<file path="src/cgi_defs.vh">
// Constants shared by the counter bus interface files
`ifndef CGI_DEFS_VH
`define CGI_DEFS_VH
`define CGI_MSG_LAST 5'd20
`define CGI_IDX_SIGN 5'd2
`define CGI_IDX_MANT 4'd3
`define CGI_IDX_EXPL 5'd15
`define CGI_IDX_EXPS 5'd16
`define CGI_IDX_EXPT 5'd17
`define CGI_IDX_EXPU 5'd18
`define CGI_IDX_CR 5'd19
`define CGI_EXP_BIAS 9'd99
`define CGI_LAD_GRP 2'b01
`define CGI_TAD_GRP 2'b10
`define CGI_MSG_UNL 7'h3f
`define CGI_FUNC_LAST 5'd18
`define CGI_MSG_LLO 7'h11
`define CGI_MSG_SPE 7'h18
`define CGI_MSG_SPD 7'h19
`define CGI_MSG_GTL 7'h01
`define CGI_CH_CR 8'h0d
`define CGI_CH_LF 8'h0a
`define CGI_CH_SP 8'h20
`define CGI_CH_COMMA 8'h2c
`define CGI_CH_SEMI 8'h3b
`define CGI_CH_PLUS 8'h2b
`define CGI_CH_MINUS 8'h2d
`define CGI_CH_DOT 8'h2e
`define CGI_CH_ZERO 8'h30
`define CGI_CH_NINE 8'h39
`define CGI_CH_A 8'h41
`define CGI_CH_Z 8'h5a
`define CGI_CH_E 8'h45
`define CGI_CH_S 8'h53
`define CGI_CH_R 8'h52
`define CGI_SRQ_RESET 3'b100
`define CGI_SRQ_MEAS 0
`define CGI_SRQ_STD 1
`define CGI_SRQ_ERR 2
`define CGI_ERR_NONE 3'd0
`define CGI_ERR_PHASE 3'd1
`define CGI_ERR_RANGE 3'd2
`define CGI_ERR_OVF 3'd3
`define CGI_ERR_ENTRY 3'd4
`define CGI_ERR_SYNTAX 3'd5
`endif

</file>
<file path="src/cgi_buf2.v">
// Two-entry buffer with valid and ready on both sides
`timescale 1ns/1ps
`default_nettype none
module cgi_buf2 #(
    parameter W = 8
) (
    input wire i_clk,
    input wire i_rst_b,
    input wire i_in_valid,
    input wire [W-1:0] i_in_data,
    output reg o_in_ready,
    output reg o_out_valid,
    output reg [W-1:0] o_out_data,
    input wire i_out_ready
);
    reg [W-1:0] d1;
    reg [1:0] cnt;
    reg [1:0] next_cnt;
    wire push = i_in_valid && o_in_ready;
    wire pop = o_out_valid && i_out_ready;

    always @* begin
        next_cnt = cnt;
        if (push && !pop)
            next_cnt = cnt + 2'd1;
        else if (pop && !push)
            next_cnt = cnt - 2'd1;
    end

    always @(posedge i_clk or negedge i_rst_b) begin
        if (!i_rst_b) begin
            cnt <= 2'd0;
            d1 <= {W{1'b0}};
            o_out_data <= {W{1'b0}};
            o_out_valid <= 1'b0;
            o_in_ready <= 1'b1;
        end else begin
            cnt <= next_cnt;
            o_out_valid <= (next_cnt != 2'd0);
            o_in_ready <= (next_cnt != 2'd2);
            if (pop)
                o_out_data <= (cnt == 2'd2) ? d1 : i_in_data;
            else if (push && cnt == 2'd0)
                o_out_data <= i_in_data;
            if (push && (cnt == 2'd2 || (cnt == 2'd1 && !pop)))
                d1 <= i_in_data;
        end
    end
endmodule // cgi_buf2
`default_nettype wire

</file>
<file path="src/cgi_cmd_mem.v">
// Deferred command string store with registered read data
`timescale 1ns/1ps
`default_nettype none
module cgi_cmd_mem #(
    parameter W = 8,
    parameter AW = 6
) (
    input wire i_clk,
    input wire i_wr_en,
    input wire [AW-1:0] i_wr_addr,
    input wire [W-1:0] i_wr_data,
    input wire [AW-1:0] i_rd_addr,
    output reg [W-1:0] o_rd_data
);
    reg [W-1:0] mem [0:(1<<AW)-1];

    always @(posedge i_clk) begin
        if (i_wr_en)
            mem[i_wr_addr] <= i_wr_data;
        o_rd_data <= mem[i_rd_addr];
    end
endmodule // cgi_cmd_mem
`default_nettype wire

</file>
<file path="src/cgi_top.v">
// Bus interface of the counter: commands, results, status and addressing
`include "cgi_defs.vh"
`timescale 1ns/1ps
`default_nettype none
// Overview of operation
// - Deferred commands are stored and run after a string terminator or an immediate command.
// - An immediate command acts at once and releases stored deferred ones.
// - Result is 21 characters: letters, sign, 12 mantissa, E, exponent, CR LF.
// - Sent exponent is always a multiple of three, decimal point shifted.
// - Special function 81 puts spaces in the two letter positions.
// - Two letters name the function or the recalled item.
// - Service request on completion, standard change, error, mix, or never.
// - After power-on only errors raise a service request.
// - Status byte bits 0 to 2 hold the error number.
// - Status bits 3 to 7: standard change, ready, error, request, gate.
// - Error codes 1 to 5; codes 1 to 3 leave no result to send.
// - A recalled value never raises a reading-ready request.
// - Errors 2, 3 clear on good result, 4 on good entry, 1 on agreement.
// - Syntax error: run up to fault, swallow rest, clear on next command.
// - Data bytes with attention false count only while listener.
// - Unsupported attention bytes are accepted and ignored.
// - Own listen and talk addresses come from five address switches.
// - Listen address: listener, not talker, remote only with REN true.
// - Talk address: talker, not listener, local state unchanged.
// - Another device's talk address ends talker state.
// - Lockout disables the local key; REN false clears it, back to local.
// - Talked with no result buffered: wait for the next result.
// - After poll enable send status byte; after disable send results.
module cgi_top #(
    parameter AW = 6
) (
    input wire i_clk,
    input wire i_rst_b,
    input wire [4:0] i_addr_sw,
    input wire i_ren,
    input wire i_rx_valid,
    input wire [7:0] i_rx_data,
    input wire i_rx_atn,
    input wire i_rx_eoi,
    output reg o_rx_ready,
    output reg o_tx_valid,
    output reg [7:0] o_tx_data,
    output reg o_tx_eoi,
    input wire i_tx_ready,
    output reg o_srq,
    output reg o_listener,
    output reg o_talker,
    output reg o_remote,
    output reg o_lockout,
    output wire o_cmd_valid,
    output wire [7:0] o_cmd_data,
    input wire i_cmd_ready,
    output reg o_cmd_exec,
    input wire i_res_valid,
    input wire i_res_sign,
    input wire [43:0] i_res_mant,
    input wire [3:0] i_res_dp,
    input wire signed [7:0] i_res_exp,
    input wire [4:0] i_res_func,
    input wire i_res_recall,
    input wire i_sf81,
    input wire i_std_change,
    input wire i_gate_open,
    input wire i_err_phase,
    input wire i_err_range,
    input wire i_err_ovf,
    input wire i_err_entry,
    input wire i_freq_match,
    input wire i_mode_change,
    input wire i_entry_ok
);
    localparam RP_IDLE = 2'd0;
    localparam RP_READ = 2'd1;
    localparam RP_PUSH = 2'd2;
    localparam RP_DONE = 2'd3;
    localparam TX_IDLE = 2'd0;
    localparam TX_MSG = 2'd1;
    localparam TX_STB = 2'd2;

    // Letter pairs for measured and recalled items, code 0 leftmost
    localparam [303:0] LTR_TABLE =
        "FAFCRARCTITAPHPACKUTRSLALBMXMZDTSFMSGS";
    function [15:0] cgi_letters;
        input [4:0] code;
        reg [4:0] rev;
        begin
            rev = `CGI_FUNC_LAST - code;
            if (code > `CGI_FUNC_LAST)
                cgi_letters = {`CGI_CH_SP, `CGI_CH_SP};
            else
                cgi_letters = LTR_TABLE[rev * 16 +: 16];
        end
    endfunction

    // Result held for the talker
    reg res_full;
    reg res_sign;
    reg [43:0] res_mant;
    reg [3:0] res_dp;
    reg res_exp_neg;
    reg [6:0] res_exp_mag;
    reg [4:0] res_func;
    reg res_sf81;

    // Character at position idx of the outgoing message
    function [7:0] cgi_char;
        input [4:0] idx;
        reg [15:0] lt;
        reg [3:0] pos;
        reg [3:0] dig;
        reg [3:0] nib;
        begin
            lt = cgi_letters(res_func);
            pos = idx[3:0] - `CGI_IDX_MANT;
            dig = (pos < res_dp) ? pos : pos - 4'd1;
            nib = res_mant[(4'd10 - dig) * 4 +: 4];
            if (idx < `CGI_IDX_SIGN)
                cgi_char = res_sf81 ? `CGI_CH_SP :
                    (idx[0] ? lt[7:0] : lt[15:8]);
            else if (idx == `CGI_IDX_SIGN)
                cgi_char = res_sign ? `CGI_CH_MINUS : `CGI_CH_PLUS;
            else if (idx < `CGI_IDX_EXPL)
                cgi_char = (pos == res_dp) ? `CGI_CH_DOT :
                    (`CGI_CH_ZERO | {4'h0, nib});
            else if (idx == `CGI_IDX_EXPL)
                cgi_char = `CGI_CH_E;
            else if (idx == `CGI_IDX_EXPS)
                cgi_char = res_exp_neg ? `CGI_CH_MINUS : `CGI_CH_PLUS;
            else if (idx == `CGI_IDX_EXPT)
                cgi_char = `CGI_CH_ZERO | {1'b0, res_exp_mag / 7'd10};
            else if (idx == `CGI_IDX_EXPU)
                cgi_char = `CGI_CH_ZERO | {1'b0, res_exp_mag % 7'd10};
            else if (idx == `CGI_IDX_CR)
                cgi_char = `CGI_CH_CR;
            else
                cgi_char = `CGI_CH_LF;
        end
    endfunction

    // Exponent brought down to a multiple of three
    wire [8:0] exp_biased = {i_res_exp[7], i_res_exp} + `CGI_EXP_BIAS;
    wire [8:0] exp_rem = exp_biased % 9'd3;
    wire signed [7:0] exp_adj = i_res_exp - $signed(exp_rem[7:0]);
    wire [7:0] exp_abs = exp_adj[7] ? -exp_adj : exp_adj;

    // Receive side
    reg [AW-1:0] wr_cnt;
    reg [AW-1:0] rd_ptr;
    reg [1:0] rp_state;
    reg discard;
    reg syn_pend;
    reg [7:0] hist1;
    reg [7:0] hist2;
    reg [7:0] hist3;
    reg [2:0] srq_mask;
    reg spms;
    wire [7:0] mem_rd;
    wire buf_in_ready;
    wire rx_take = i_rx_valid && o_rx_ready;
    wire [6:0] rx7 = i_rx_data[6:0];
    wire dab = rx_take && !i_rx_atn && o_listener;
    wire is_digit = i_rx_data >= `CGI_CH_ZERO && i_rx_data <= `CGI_CH_NINE;
    wire is_upper = i_rx_data >= `CGI_CH_A && i_rx_data <= `CGI_CH_Z;
    wire is_filler = i_rx_data == `CGI_CH_SP ||
        i_rx_data == `CGI_CH_COMMA || i_rx_data == `CGI_CH_SEMI;
    wire is_legal = is_digit || is_upper || i_rx_data == `CGI_CH_DOT ||
        i_rx_data == `CGI_CH_PLUS || i_rx_data == `CGI_CH_MINUS;
    wire is_term = i_rx_data == `CGI_CH_LF || i_rx_eoi;
    wire is_srs = hist3 == `CGI_CH_S && hist2 == `CGI_CH_R &&
        hist1 == `CGI_CH_S && is_digit && !i_rx_data[3];
    wire mem_full = &wr_cnt;
    wire store = dab && !discard && is_legal && !is_srs && !mem_full;
    wire syn_err = dab && !discard && !is_filler &&
        i_rx_data != `CGI_CH_CR && i_rx_data != `CGI_CH_LF &&
        (!is_legal || mem_full);
    wire run_now = dab && (is_term || (is_srs && !discard));
    wire last_eoi = dab && i_rx_eoi && !discard && is_legal;

    cgi_cmd_mem #(
        .W(8),
        .AW(AW)
    ) u_mem (
        .i_clk(i_clk),
        .i_wr_en(store),
        .i_wr_addr(wr_cnt),
        .i_wr_data(i_rx_data),
        .i_rd_addr(rd_ptr),
        .o_rd_data(mem_rd)
    );

    cgi_buf2 #(
        .W(8)
    ) u_buf (
        .i_clk(i_clk),
        .i_rst_b(i_rst_b),
        .i_in_valid(rp_state == RP_PUSH),
        .i_in_data(mem_rd),
        .o_in_ready(buf_in_ready),
        .o_out_valid(o_cmd_valid),
        .o_out_data(o_cmd_data),
        .i_out_ready(i_cmd_ready)
    );

    // Command string store and replay
    always @(posedge i_clk or negedge i_rst_b) begin
        if (!i_rst_b) begin
            wr_cnt <= {AW{1'b0}};
            rd_ptr <= {AW{1'b0}};
            rp_state <= RP_IDLE;
            discard <= 1'b0;
            syn_pend <= 1'b0;
            hist1 <= 8'h00;
            hist2 <= 8'h00;
            hist3 <= 8'h00;
            srq_mask <= `CGI_SRQ_RESET;
            o_rx_ready <= 1'b1;
            o_cmd_exec <= 1'b0;
        end else begin
            o_cmd_exec <= 1'b0;
            if (dab && !is_filler) begin
                hist3 <= hist2;
                hist2 <= hist1;
                hist1 <= i_rx_data;
            end
            if (dab && is_srs && !discard)
                srq_mask <= i_rx_data[2:0];
            if (syn_err)
                discard <= 1'b1;
            else if (dab && is_term)
                discard <= 1'b0;
            if (syn_err)
                syn_pend <= 1'b1;
            else if (store || (dab && is_srs && !discard))
                syn_pend <= 1'b0;
            case (rp_state)
                RP_IDLE: begin
                    if (store)
                        wr_cnt <= wr_cnt + {{(AW-1){1'b0}}, 1'b1};
                    if (dab && is_srs && !discard)
                        wr_cnt <= wr_cnt - {{(AW-2){1'b0}}, 2'd3};
                    if (run_now) begin
                        rd_ptr <= {AW{1'b0}};
                        rp_state <= RP_READ;
                        o_rx_ready <= 1'b0;
                    end
                end
                RP_READ: begin
                    if (rd_ptr == wr_cnt)
                        rp_state <= RP_DONE;
                    else if (buf_in_ready)
                        rp_state <= RP_PUSH;
                end
                RP_PUSH: begin
                    rd_ptr <= rd_ptr + {{(AW-1){1'b0}}, 1'b1};
                    rp_state <= RP_READ;
                end
                RP_DONE: begin
                    wr_cnt <= {AW{1'b0}};
                    hist1 <= 8'h00;
                    o_cmd_exec <= 1'b1;
                    o_rx_ready <= 1'b1;
                    rp_state <= RP_IDLE;
                end
                default: rp_state <= RP_IDLE;
            endcase
        end
    end

    // Addressing, remote and lockout
    wire my_lad = rx7 == {`CGI_LAD_GRP, i_addr_sw};
    wire my_tad = rx7 == {`CGI_TAD_GRP, i_addr_sw};
    wire cmd_take = rx_take && i_rx_atn;

    always @(posedge i_clk or negedge i_rst_b) begin
        if (!i_rst_b) begin
            o_listener <= 1'b0;
            o_talker <= 1'b0;
            o_remote <= 1'b0;
            o_lockout <= 1'b0;
            spms <= 1'b0;
        end else begin
            if (cmd_take) begin
                if (my_lad) begin
                    o_listener <= 1'b1;
                    o_talker <= 1'b0;
                    if (i_ren)
                        o_remote <= 1'b1;
                end else if (my_tad) begin
                    o_talker <= 1'b1;
                    o_listener <= 1'b0;
                end else if (rx7 == `CGI_MSG_UNL) begin
                    o_listener <= 1'b0;
                end else if (rx7[6:5] == `CGI_TAD_GRP) begin
                    o_talker <= 1'b0;
                end else if (rx7 == `CGI_MSG_LLO) begin
                    o_lockout <= 1'b1;
                end else if (rx7 == `CGI_MSG_SPE) begin
                    spms <= 1'b1;
                end else if (rx7 == `CGI_MSG_SPD) begin
                    spms <= 1'b0;
                end else if (rx7 == `CGI_MSG_GTL && o_listener) begin
                    o_remote <= 1'b0;
                end
                // Anything else is handshaken and dropped
            end
            if (!i_ren) begin
                o_remote <= 1'b0;
                o_lockout <= 1'b0;
            end
        end
    end

    // Error number, sticky status and service request
    reg [2:0] err_code;
    reg [2:0] next_err;
    reg std_flag;
    reg rdy_flag;
    wire meas_ok = i_res_valid && !i_res_recall;
    wire err_evt = i_err_phase || i_err_range || i_err_ovf ||
        i_err_entry || syn_err;
    wire srq_evt = (srq_mask[`CGI_SRQ_MEAS] && meas_ok) ||
        (srq_mask[`CGI_SRQ_STD] && i_std_change) ||
        (srq_mask[`CGI_SRQ_ERR] && err_evt);
    wire [7:0] stb = {i_gate_open, o_srq, err_code != `CGI_ERR_NONE,
        rdy_flag, std_flag, err_code};
    reg [1:0] tx_state;
    reg [4:0] tx_idx;
    wire tx_take = o_tx_valid && i_tx_ready;
    wire stb_sent = tx_take && tx_state == TX_STB;

    always @* begin
        next_err = err_code;
        case (err_code)
            `CGI_ERR_PHASE:
                if (i_freq_match || i_mode_change)
                    next_err = `CGI_ERR_NONE;
            `CGI_ERR_RANGE, `CGI_ERR_OVF:
                if (meas_ok)
                    next_err = `CGI_ERR_NONE;
            `CGI_ERR_ENTRY:
                if (i_entry_ok)
                    next_err = `CGI_ERR_NONE;
            `CGI_ERR_SYNTAX:
                if (!discard && syn_pend && (store || run_now))
                    next_err = `CGI_ERR_NONE;
            default: next_err = err_code;
        endcase
        if (syn_err)
            next_err = `CGI_ERR_SYNTAX;
        else if (i_err_entry)
            next_err = `CGI_ERR_ENTRY;
        else if (i_err_ovf)
            next_err = `CGI_ERR_OVF;
        else if (i_err_range)
            next_err = `CGI_ERR_RANGE;
        else if (i_err_phase)
            next_err = `CGI_ERR_PHASE;
    end

    always @(posedge i_clk or negedge i_rst_b) begin
        if (!i_rst_b) begin
            err_code <= `CGI_ERR_NONE;
            std_flag <= 1'b0;
            rdy_flag <= 1'b0;
            o_srq <= 1'b0;
        end else begin
            err_code <= next_err;
            if (i_std_change)
                std_flag <= 1'b1;
            else if (stb_sent)
                std_flag <= 1'b0;
            if (meas_ok)
                rdy_flag <= 1'b1;
            else if (stb_sent)
                rdy_flag <= 1'b0;
            if (srq_evt)
                o_srq <= 1'b1;
            else if (stb_sent)
                o_srq <= 1'b0;
        end
    end

    // Result capture and talker output
    wire lose_res = i_err_phase || i_err_range || i_err_ovf;
    wire can_talk = o_talker && !i_rx_atn;

    always @(posedge i_clk or negedge i_rst_b) begin
        if (!i_rst_b) begin
            res_full <= 1'b0;
            res_sign <= 1'b0;
            res_mant <= 44'h0;
            res_dp <= 4'h0;
            res_exp_neg <= 1'b0;
            res_exp_mag <= 7'h0;
            res_func <= 5'h0;
            res_sf81 <= 1'b0;
            tx_state <= TX_IDLE;
            tx_idx <= 5'h0;
            o_tx_valid <= 1'b0;
            o_tx_data <= 8'h00;
            o_tx_eoi <= 1'b0;
        end else begin
            if (lose_res && tx_state != TX_MSG) begin
                res_full <= 1'b0;
            end else if (i_res_valid && tx_state != TX_MSG) begin
                res_full <= 1'b1;
                res_sign <= i_res_sign;
                res_mant <= i_res_mant;
                res_dp <= i_res_dp + exp_rem[3:0];
                res_exp_neg <= exp_adj[7];
                res_exp_mag <= exp_abs[6:0];
                res_func <= i_res_func;
                res_sf81 <= i_sf81;
            end
            case (tx_state)
                TX_IDLE: begin
                    if (can_talk && spms) begin
                        tx_state <= TX_STB;
                        o_tx_valid <= 1'b1;
                        o_tx_data <= stb;
                        o_tx_eoi <= 1'b0;
                    end else if (can_talk && res_full && !i_res_valid &&
                        !lose_res) begin
                        tx_state <= TX_MSG;
                        tx_idx <= 5'h0;
                        o_tx_valid <= 1'b1;
                        o_tx_data <= cgi_char(5'h0);
                        o_tx_eoi <= 1'b0;
                    end
                end
                TX_MSG: begin
                    if (!can_talk) begin
                        tx_state <= TX_IDLE;
                        o_tx_valid <= 1'b0;
                    end else if (tx_take && tx_idx == `CGI_MSG_LAST) begin
                        tx_state <= TX_IDLE;
                        o_tx_valid <= 1'b0;
                        o_tx_eoi <= 1'b0;
                        res_full <= 1'b0;
                    end else if (tx_take) begin
                        tx_idx <= tx_idx + 5'h1;
                        o_tx_data <= cgi_char(tx_idx + 5'h1);
                        o_tx_eoi <= (tx_idx + 5'h1) == `CGI_MSG_LAST;
                    end
                end
                TX_STB: begin
                    if (tx_take || !can_talk) begin
                        tx_state <= TX_IDLE;
                        o_tx_valid <= 1'b0;
                    end
                end
                default: tx_state <= TX_IDLE;
            endcase
        end
    end
endmodule // cgi_top
`default_nettype wire

</file>
<file path="config.mk">
export PLATFORM = sky130hd
export DESIGN_NAME = cgi_top
export DESIGN_NICKNAME = d
export VERILOG_FILES = /design/src/cgi_buf2.v /design/src/cgi_cmd_mem.v /design/src/cgi_top.v
export VERILOG_INCLUDE_DIRS = /design/src
export SDC_FILE = /design/constraint.sdc
export NUM_CORES = 1
export LEC_CHECK = 0
export ABC_CLOCK_PERIOD_IN_PS = 4800
export BUFFER_PORTS_ARGS = -buffer_cell sky130_fd_sc_hd__buf_2
export CORE_UTILIZATION = 31
export CTS_BUF_LIST = sky130_fd_sc_hd__clkbuf_4 sky130_fd_sc_hd__clkbuf_8
export DETAILED_ROUTE_END_ITERATION = 8
export MAX_ROUTING_LAYER = met4
export PLACE_DENSITY = 0.58
export SLEW_MARGIN = 0
export SYNTH_ARGS = -nofsm -noshare
export SYNTH_HDL_FRONTEND = slang
export SYNTH_SLANG_ARGS = --single-unit
</file>
<file path="constraint.sdc">
create_clock -name i_clk -period 4.8 [get_ports i_clk]
set_input_delay 0.24 -clock i_clk [delete_from_list [all_inputs] [get_ports i_clk]]
set_output_delay 0.24 -clock i_clk [all_outputs]
set_load 0.005 [all_outputs]
</file>
Yosys cells after proc, flatten, opt, wreduce, memory -nomap -nowiden
Memories as Yosys holds them, arrays and structs flattened. A register that Yosys moved wholly into a read port is not among the register bits. Index checks and enable logic that the tools add are counted.

Bitwise logic cells: 6. Mux-type cells: 117. $lt $le $gt $ge: 8. Divide/modulo/power cells: 3. Shifts and indexed selects: 2. Equal/unequal tests: 74. Add/subtract/negate cells: 14. Reductions and logical operators: 119.

Operator list (count): variable part select 304 x 10 -> 16 bit, first input constant (1); two-way mux 8 bit (14); two-way mux 1 bit (53); two-way mux 7 bit (7); == test 8 x 6 -> 1 bit, second input constant (6); logical AND 1 bit (48); variable part select 44 x 33 -> 4 bit (1); two-way mux 3 bit (12); inequality test 3 bit, second input constant (11); == test 5 bit, second input constant (6); two-way mux 5 bit (6); inequality test 7 bit, second input constant (4); == test 8 x 7 -> 1 bit, second input constant (3); one-hot mux 6 bit (2 select lines) (2); nonzero test 2 bit (12); inequality test 2 bit, second input constant (11); == test 7 x 5 -> 1 bit, second input constant (3); logical OR 1 bit (20); two-way mux 2 bit (10); two-way mux 6 bit (3); AND reduction 6 bit (3); two-way mux 16 bit (1); inequality test 8 x 4 -> 1 bit, second input constant (2); one-hot mux 8 bit (2 select lines) (1); 60 further kinds (103).

Memories: 1. Logic and storage cells: 382. Bits of input ports: 95. Register bits: 157. Output and inout port bits: 26. Memory bits (writable): 512.

Memories: u_mem.mem (words 64, bits a word 8, read ports 1, clocked after Yosys merged registers in 1, write ports 1, line cgi_cmd_mem.v:15) `reg [W-1:0] mem [0:(1<<AW)-1];`.

Depth between registers and ports, before layout
Gate-level depths: netlist (run 1).

Depth in word-level cells: 18. Gate-level depth with buffers: 40. Mapped depth without buffers: 36.

By module
From an unflattened synthesis (run 1), not the netlist that was laid out.

Cells, all modules: 2326. Area total of the unflattened synthesis: 31655.4 um^2.

By module, submodules not included: cgi_cmd_mem (seq. area each 15534.9 um^2, times used 1, area an instance 20190.6 um^2, cells each 972); cgi_top (seq. area each 3430.8 um^2, times used 1, area an instance 10486.3 um^2, cells each 1278); cgi_buf2 (seq. area each 501.7 um^2, times used 1, area an instance 978.4 um^2, cells each 76).

Worst setup path after synthesis (run 1)
No wires, ideal clock.

Path kind: input port to flip-flop. From: input i_res_exp[0]. To: register res_exp_mag[4]. Data arrival time: 7.750 ns. Buffers on the path: 4. Path slack: -3.086 ns. Stages on the path: 35. Data required time: 4.664 ns. Library setup time: 0.136 ns. Cells stage by stage: buf_6 clkbuf_1 inv_1 ha_1 buf_2 nand4b_4 and3_1 ha_1 and2_1 a31o_2 nor3_1 a22oi_1 o21a_1 a311oi_1 a32oi_1 a211o_1 and4_1 buf_6 mux2_4 or4b_4 a2111o_1 mux2_2 inv_1 ha_1 nor2b_1 o21ai_0 nand2b_1 a21o_1 a21o_1 a21o_1 a21o_1 xnor2_1 nor3_1 a2111oi_0 nand2_1.

Cells in the longest elaborated chain, start to end: 5.

Ends and longest elaborated chain: from (decl) (line cgi_top.v:58) `input wire signed [7:0] i_res_exp,`; adder 8 x 8 -> 9 bit (no source line); remainder unit 9 x 2 -> 9 bit (line cgi_top.v:142) `wire [8:0] exp_rem = exp_biased % 9'd3;`; subtractor 8 bit * (line cgi_top.v:143) `wire signed [7:0] exp_adj = i_res_exp - $signed(exp_rem[7:0]);`; negation 7 bit (line cgi_top.v:144) `wire [7:0] exp_abs = exp_adj[7] ? -exp_adj : exp_adj;`; two-way mux 7 bit * (line cgi_top.v:144); to (signal assigned) (line cgi_top.v:411) `res_exp_mag <= exp_abs[6:0];`; to (decl) (line cgi_top.v:101) `reg [6:0] res_exp_mag;`.

Mark *: on every way between the ends. The rest lies on a longest branch, timed or not. A chain may end at the register's enable or synchronous reset.

Final worst setup path (run 1)
From: input i_res_exp[1]. To: register res_exp_mag[1].

The elaborated chain is that of the path after synthesis.

==> results of run 1 <==
metrics by stage:
| stage | instances | worst slack, ns |
|---|---|---|
| floorplan | 2231 | -2.26 |
| global placement | 3833 | -2.41 |
| detailed placement | 3833 | -2.43 |
| CTS | 4109 | -1.31 |
| global route | 4112 | -1.74 |
| finish | 4112 | -1.49 |
cells in the mapped netlist, types with 10 or more instances:
cell        n
nand2_1   284
a21o_1     13
mux2_2     40
inv_1      49
nand2b_1   14
a211oi_1   15
xnor2_1    47
xor2_1     19
edfxtp_1  512
o31ai_1    11
clkbuf_1   80
a31oi_1    11
nor2b_1    22
and2_1     17
nand3_1    38
nor2_1    169
o211ai_1   10
mux4_2    176
a221oi_1   11
buf_1      22
nor3_1     50
and3_1     13
ha_1       46
a21oi_1    83
mux2i_1    27
o21ai_0    96
dfrtp_1   154
buf_2      13
report_power, final:
| part | switching, mW | internal [mW] |
|---|---|---|
| combinational | 4.80 | 4.72 |
| sequential | 0.658 | 6.87 |
| clock | 2.27 | 2.69 |
cells by family after synthesis:
group           Yosys count  synth area share [%]
buf+inv                 166                  2.08
xor+xnor                 66                  1.84
compound gates          345                  7.07
mux                     246                  15.1
simple gates            683                  10.0
flops                   677                  62.0
fa+ha+maj                48                  1.96
worst max-delay path, delay by kind of cell:
kind                     cells  cell delay (ns)
buffers and inverters        6             0.65
adder cells (fa/ha/maj)      3             0.50
XOR/XNOR                     1             0.23
multiplexers                 2             0.63
AND/OR/NAND/NOR              9             2.06
AO/OA/AOI/OAI               14             2.56
flip-flops by register name (all words and copies together), names as in the netlist, 3 cells and up:
name              cells
u_buf.o_out_data      8
srq_mask              3
o_tx_data             8
hist2                 8
u_buf.d1              8
u_mem.o_rd_data       8
res_exp_mag           7
u_mem.mem           512
err_code              3
res_mant             44
wr_cnt                6
res_func              5
hist1                 8
res_dp                4
rd_ptr                6
hist3                 8
tx_idx                5
what timing repair did:
action | in CTS | in global routing
resized for setup | 66 | 24
pin swaps | 33 | 21
hold buffers | 77 | 0
hold endpoints to repair | 139 | 0
setup buffers | 9 | 2
endpoints found under the setup margin | 10 | 13
cell usage in the layout (no fill, tap or decap), types with 14 or more instances in the layout:
| master | instances |
|---|---|
| clkinv_1 | 18 |
| ha_1 | 38 |
| edfxtp_1 | 512 |
| nand2_1 | 278 |
| clkbuf_8 | 117 |
| mux2_2 | 39 |
| buf_2 | 117 |
| buf_4 | 240 |
| nor2_1 | 164 |
| a21oi_1 | 79 |
| nand3_1 | 37 |
| mux4_2 | 176 |
| xor2_1 | 15 |
| nand2b_1 | 14 |
| clkbuf_4 | 37 |
| xnor2_1 | 42 |
| dlygate4sd3_1 | 77 |
| dfrtp_1 | 151 |
| o21ai_0 | 90 |
| inv_1 | 44 |
| nor3_1 | 40 |
| and2_1 | 16 |
| nor2b_1 | 20 |
| mux2i_1 | 27 |
layer usage:
| metal | share of wire, % | routed length, um |
|---|---|---|
| met5 | 0 | 0 |
| met2 | 45 | 38900 |
| met3 | 8.6 | 7360 |
| met4 | 1.8 | 1540 |
| met1 | 44 | 38100 |
path summary, 6_finish.rpt:
path | start | endpoint | cells past startpoint
setup / recovery | i_res_exp[1] | res_exp_mag[1]$_DFFE_PN0P_ | 35
hold / removal | i_rst_b | res_sf81$_DFFE_PN0P_ | 2
setup reg to reg | tx_idx[0]$_DFFE_PN0P_ | o_tx_data[0]$_DFFE_PN0P_ | 19
hold reg to reg | res_mant[21]$_DFFE_PN0P_ | res_mant[21]$_DFFE_PN0P_ | 2
max in group asynchronous | i_rst_b | rd_ptr[1]$_DFFE_PN0P_ | 3
min in group i_clk | i_res_dp[3] | res_dp[3]$_DFFE_PN0P_ | 4
layout make-up:
class                      count  share of cell area (%)
sequential                   677                    50.2
antenna                        2                  0.0129
inverter                      49                   0.493
multi-input combinational   1388                    30.7
tap                         1357                    4.37
clock buffer                 154                    4.86
timing repair buffer         449                    8.75
clock inverter                36                   0.690
==> run_results.csv, run 1 <==
group,metric,value,unit
power,ir_worst_vdd,0.441,mV
global_route,use_met3,4.21,%
placed_design,portBuffers,120,
detailed_routing,drt_pre_antenna_iters,7,
timing,worst_pin_slew,1.19,ns
cts,max-clock-path-buffers,3,
yosys,ys_ff_latch,677,
critical_path,crit_top_cell,"a21o_1",
cts,clk_latency,0.72,ns
yosys,synthArstFlopShare,23.2,%
critical_path,crit_arrival,6.90,ns
timing,setup_viol,10,
timing,max_freq,159,MHz
die,die_area,103000,um2
yosys,synthTopCellsByArea,"edfxtp_1, mux4_2, dfrtp_1, nand2_1, nor2_1",
job,drv_cap,0,
power,power.density,567,nW/um2
critical_path,required,5.40,ns
yosys,synth_enable_flop_cells,512,
placed_design,placed_area,35400,um2
yosys,synth_top_area_share,49.0,%
global_route,grt_pass1_wl,130,mm
detailed_routing,drc,0,
timing,setup_ws,-1.49,ns
global_route,grt-ovfl-total,0,
die,core_area,100000,um2
yosys,yosysSeqAreaShare,62.0,%
timing,finalHoldViolCount,0,
cts,cts_htree_levels,3,
power,p_total,22.0,mW
finish,regArea,19500,um2
critical_path,crit_path_end_kind,"flop",
cts,clkTransAtPathRegs,0.06,ns
finish,syn_to_final_growth,23.6,%
die,start_util,31.3,%
timing,hold_ws,0.0692,ns
detailed_routing,routedWlPerCell,20.9,um
timing,clock_skew,0.0605,ns
cts,cts_buffers,107,
timing,min_period,6.29,ns
yosys,netlist_area,31400,um2
run_status,violations,"setup timing",
yosys,yosys.cell_types.count,87,
timing,slew-limit-headroom,20.6,%
finish,multi_input_area,11900,um2
yosys,postSynthNetCount,2374,
die,die_h,320,um
timing,period_share,131,%
yosys,synth_area_per_cell,14.1,um2
global_route,globalRouteMet1Util,23.4,%
global_route,groute.usage.overall,17.1,%
critical_path,slowest_delay,0.52,ns
critical_path,startpoint_type,"primary input",
critical_path,cp_max_fo,6,
detailed_routing,drt_wl_total,85.9,mm
yosys,synth_largest_area_cell,"edfxtp_1",
finish,fill_cells,9326,
die,die_w,320,um
global_route,use_met2,25.7,%
detailed_routing,viasPerCell,5.11,
finish,stdcell_area,38800,um2
detailed_routing,drt-initial-drc-count,1993,
die,ioPinCount,121,
cts,cts-root-buf,"clkbuf_8",
timing,tns,-10.97,ns
finish,nNetsFinal,2815,
placed_design,gp_congestion,0.858,
global_route,grt_max_degree,68,
finish,layout-drive-gt1-share,32.4,%
detailed_routing,vias,20999,
timing,rsz0062_at_grt,"true",
critical_path,slowest_stage,"or4b_4",
timing,slew_violations,0,
detailed_routing,antenna_left,0,
yosys,synth_cells,2231,
run_status,status,"finished, violations left",
finish,fin_util,38.7,%
yosys,synth-main-ff-cell,"edfxtp_1",
cts,cts_tree,"built",
min_path,hp-class,"in2async",
critical_path,ff2ff_setup_slack,0.23,ns
yosys,yosysWarnings,0,
power,cellLeakagePower,14.1,nW
cts,cts.sinks,677,
critical_path,criticalPathCategory,"in2reg",
global_route,busiest_layer,"met2",
global_route,antenna_found_initial,7,
global_route,first_global_vias,21492,
placed_design,post-dp-hpwl,58.3,mm
die,rows,116,
Note: power is estimated with default switching activity, not from simulation.
==> run 2, diff against run 1 <==
--- a/config.mk
+++ b/config.mk
@@ -6,13 +6,14 @@
 export SDC_FILE = /design/constraint.sdc
 export NUM_CORES = 1
 export LEC_CHECK = 0
-export ABC_CLOCK_PERIOD_IN_PS = 4800
+export ABC_CLOCK_PERIOD_IN_PS = 6600
 export BUFFER_PORTS_ARGS = -buffer_cell sky130_fd_sc_hd__buf_2
 export CORE_UTILIZATION = 31
 export CTS_BUF_LIST = sky130_fd_sc_hd__clkbuf_4 sky130_fd_sc_hd__clkbuf_8
+export CTS_CLUSTER_DIAMETER = 200
 export DETAILED_ROUTE_END_ITERATION = 8
 export MAX_ROUTING_LAYER = met4
-export PLACE_DENSITY = 0.58
+export PLACE_DENSITY = 0.57
 export SLEW_MARGIN = 0
 export SYNTH_ARGS = -nofsm -noshare
 export SYNTH_HDL_FRONTEND = slang
==> constraint.sdc (replaced) <==
create_clock -name i_clk -period 6.6 [get_ports i_clk]
set_input_delay 0.33 -clock i_clk [delete_from_list [all_inputs] [get_ports i_clk]]
set_output_delay 0.33 -clock i_clk [all_outputs]
set_load 0.005 [all_outputs]
==> run 2 against run 1 <==
Compared with the run above:
- the run now ends clean
- first-iteration DRC count decreased by 19%
- clock-buffer cell count fell by 4
- flip-flop and latch count unchanged
- clock skew is 0.0027 ns higher
- combinational power down 32%
- via count fell by 2.5%
- sequential power down 27%
- critical endpoint unchanged
- largest cell class unchanged
- highest routed layer unchanged
==> run_results.csv, run 2 (synthesis results as in run 1) <==
group,metric,value,unit
global_route,antenna_found_initial,6,
finish,layout-drive-gt1-share,29.5,%
finish,stdcell_area,38000,um2
power,ir_worst_vdd,0.409,mV
detailed_routing,antenna_left,0,
die,start_util,31.3,%
cts,clkTransAtPathRegs,0.06,ns
critical_path,startpoint_type,"primary input",
finish,fin_cells,4037,
run_status,status,"complete, no violations",
critical_path,crit_top_cell,"a21o_1",
timing,slew_violations,0,
cts,cts-root-buf,"clkbuf_8",
detailed_routing,drt-initial-drc-count,1621,
cts,max-clock-path-buffers,3,
cts,cts_tree,"built",
power,power.density,409,nW/um2
timing,period_share,97.2,%
placed_design,placedCellCount,3760,
critical_path,cp_max_fo,8,
finish,largest_reg_flops,512,
critical_path,required,7.27,ns
job,drv_cap,0,
timing,finalHoldViolCount,0,
finish,fill_cells,9351,
global_route,grt-ovfl-total,0,
timing,setup_viol,0,
critical_path,crit_arrival,7.09,ns
global_route,first_global_vias,20819,
global_route,grt_max_degree,97,
timing,tns,0,ns
power,cellLeakagePower,13.7,nW
timing,slew-limit-headroom,27.2,%
timing,max_freq,156,MHz
global_route,grt_pass1_wl,127,mm
detailed_routing,viasPerCell,5.07,
placed_design,placed_area,34800,um2
cts,cts_buffers,107,
detailed_routing,vias,20472,
detailed_routing,drt_pre_antenna_iters,5,
detailed_routing,drt_wl_total,83.6,mm
die,rows,116,
cts,clk_latency,0.76,ns
timing,min_period,6.41,ns
finish,final_cell_mix,"edfxtp_1, nand2_1, mux4_2, buf_4, nor2_1",
timing,hold_ws,0.0740,ns
power,p_total,15.6,mW
timing,rsz0062_at_grt,"true",
die,ioPinCount,121,
critical_path,slowest_delay,0.54,ns
finish,nNetsFinal,2737,
cts,cts_htree_levels,3,
cts,cts.sinks,677,
detailed_routing,routedWlPerCell,20.7,um
finish,top_register,"u_mem.mem",
critical_path,slowest_stage,"or4b_4",
placed_design,portBuffers,120,
die,die_h,320,um
critical_path,criticalPathCategory,"in2reg",
placed_design,post-dp-hpwl,55.2,mm
critical_path,crit_path_end_kind,"flop",
global_route,groute.usage.overall,16.7,%
finish,reg.largest.list,"u_mem.mem (512), res_mant (44)",
die,die_area,103000,um2
timing,worst_pin_slew,1.09,ns
timing,clock_skew,0.0631,ns
min_path,hp-class,"in2reg",
finish,syn_to_final_growth,21.1,%
die,core_area,100000,um2
detailed_routing,drc,0,
finish,final_common_cell,"edfxtp_1",
die,die_w,320,um
placed_design,gp_congestion,0.854,
## run 2: final timing paths
kind                                        from                         end  slack, ns  depth (start not counted)
hold reg to reg             syn_pend$_DFFE_PN0P_        syn_pend$_DFFE_PN0P_       0.47                          1
min in group asynchronous                i_rst_b  res_exp_mag[4]$_DFFE_PN0P_       0.20                          2
hold / removal                      i_rx_data[3]  u_mem.mem[51][3]$_DFFE_PP_       0.07                          1
setup reg to reg           tx_idx[0]$_DFFE_PN0P_    o_tx_data[3]$_DFFE_PN0P_       0.71                         19
setup / recovery                    i_res_exp[0]  res_exp_mag[1]$_DFFE_PN0P_       0.19                         32
max in group asynchronous                i_rst_b           o_srq$_DFFE_PN0P_       4.79                          3
## run 2: critical path, delay by kind of cell
kind	cells	cell delay (ns)
compound gates	12	2.69
simple gates	10	1.96
mux	3	0.95
buf+inv	4	0.49
fa+ha+maj	2	0.43
xor+xnor	1	0.23
## run 2: what timing repair did
item / in CTS / in global routing
hold endpoints to repair: 143 / 0
pin swaps: 0 / 24
buffers inserted: 0 / 13
hold buffers: 69 / 0
endpoints found under the setup margin: 1 / 7
gates cloned: 0 / 0
gates resized for setup: 1 / 56
## run 2: final cells by class
class | instances | area, um2 | area share (%)
sequential | 677 | 19500 | 51.2
inverter | 49 | 189 | 0.497
tap | 1357 | 1700 | 4.46
clock buffer | 150 | 1840 | 4.84
timing repair buffer | 371 | 2720 | 7.15
clock inverter | 40 | 334 | 0.878
multi-input combinational | 1388 | 11800 | 30.9
antenna | 5 | 12.5 | 0.0329
## run 2: per-layer routing
metal | GRT usage (%) | part of all wire (%) | vias up | routed length, um
li1 | - | - | 9287 | -
met3 | 4.54 | 8.5 | 117 | 7110
met1 | 22.0 | 43 | 10350 | 36100
met2 | 25.5 | 46 | 718 | 38800
met4 | 4.31 | 2.0 | 0 | 1700
met5 | - | 0 | - | 0
## run 2: per-stage QoR
step | utilization [%] | setup slack (ns)
after CTS | 37.5 | 0.0111
after floorplan | - | -0.547
after global routing | 37.9 | -0.0829
after global placement | 34.7 | -0.674
final | 37.9 | 0.188
after detailed placement | 34.7 | -0.824
## run 2: report_power, final
part | internal, mW | total [mW] | switching (mW)
Combinational | 3.12 | 6.50 | 3.37
Clock | 1.94 | 3.62 | 1.68
Sequential | 5.00 | 5.46 | 0.464
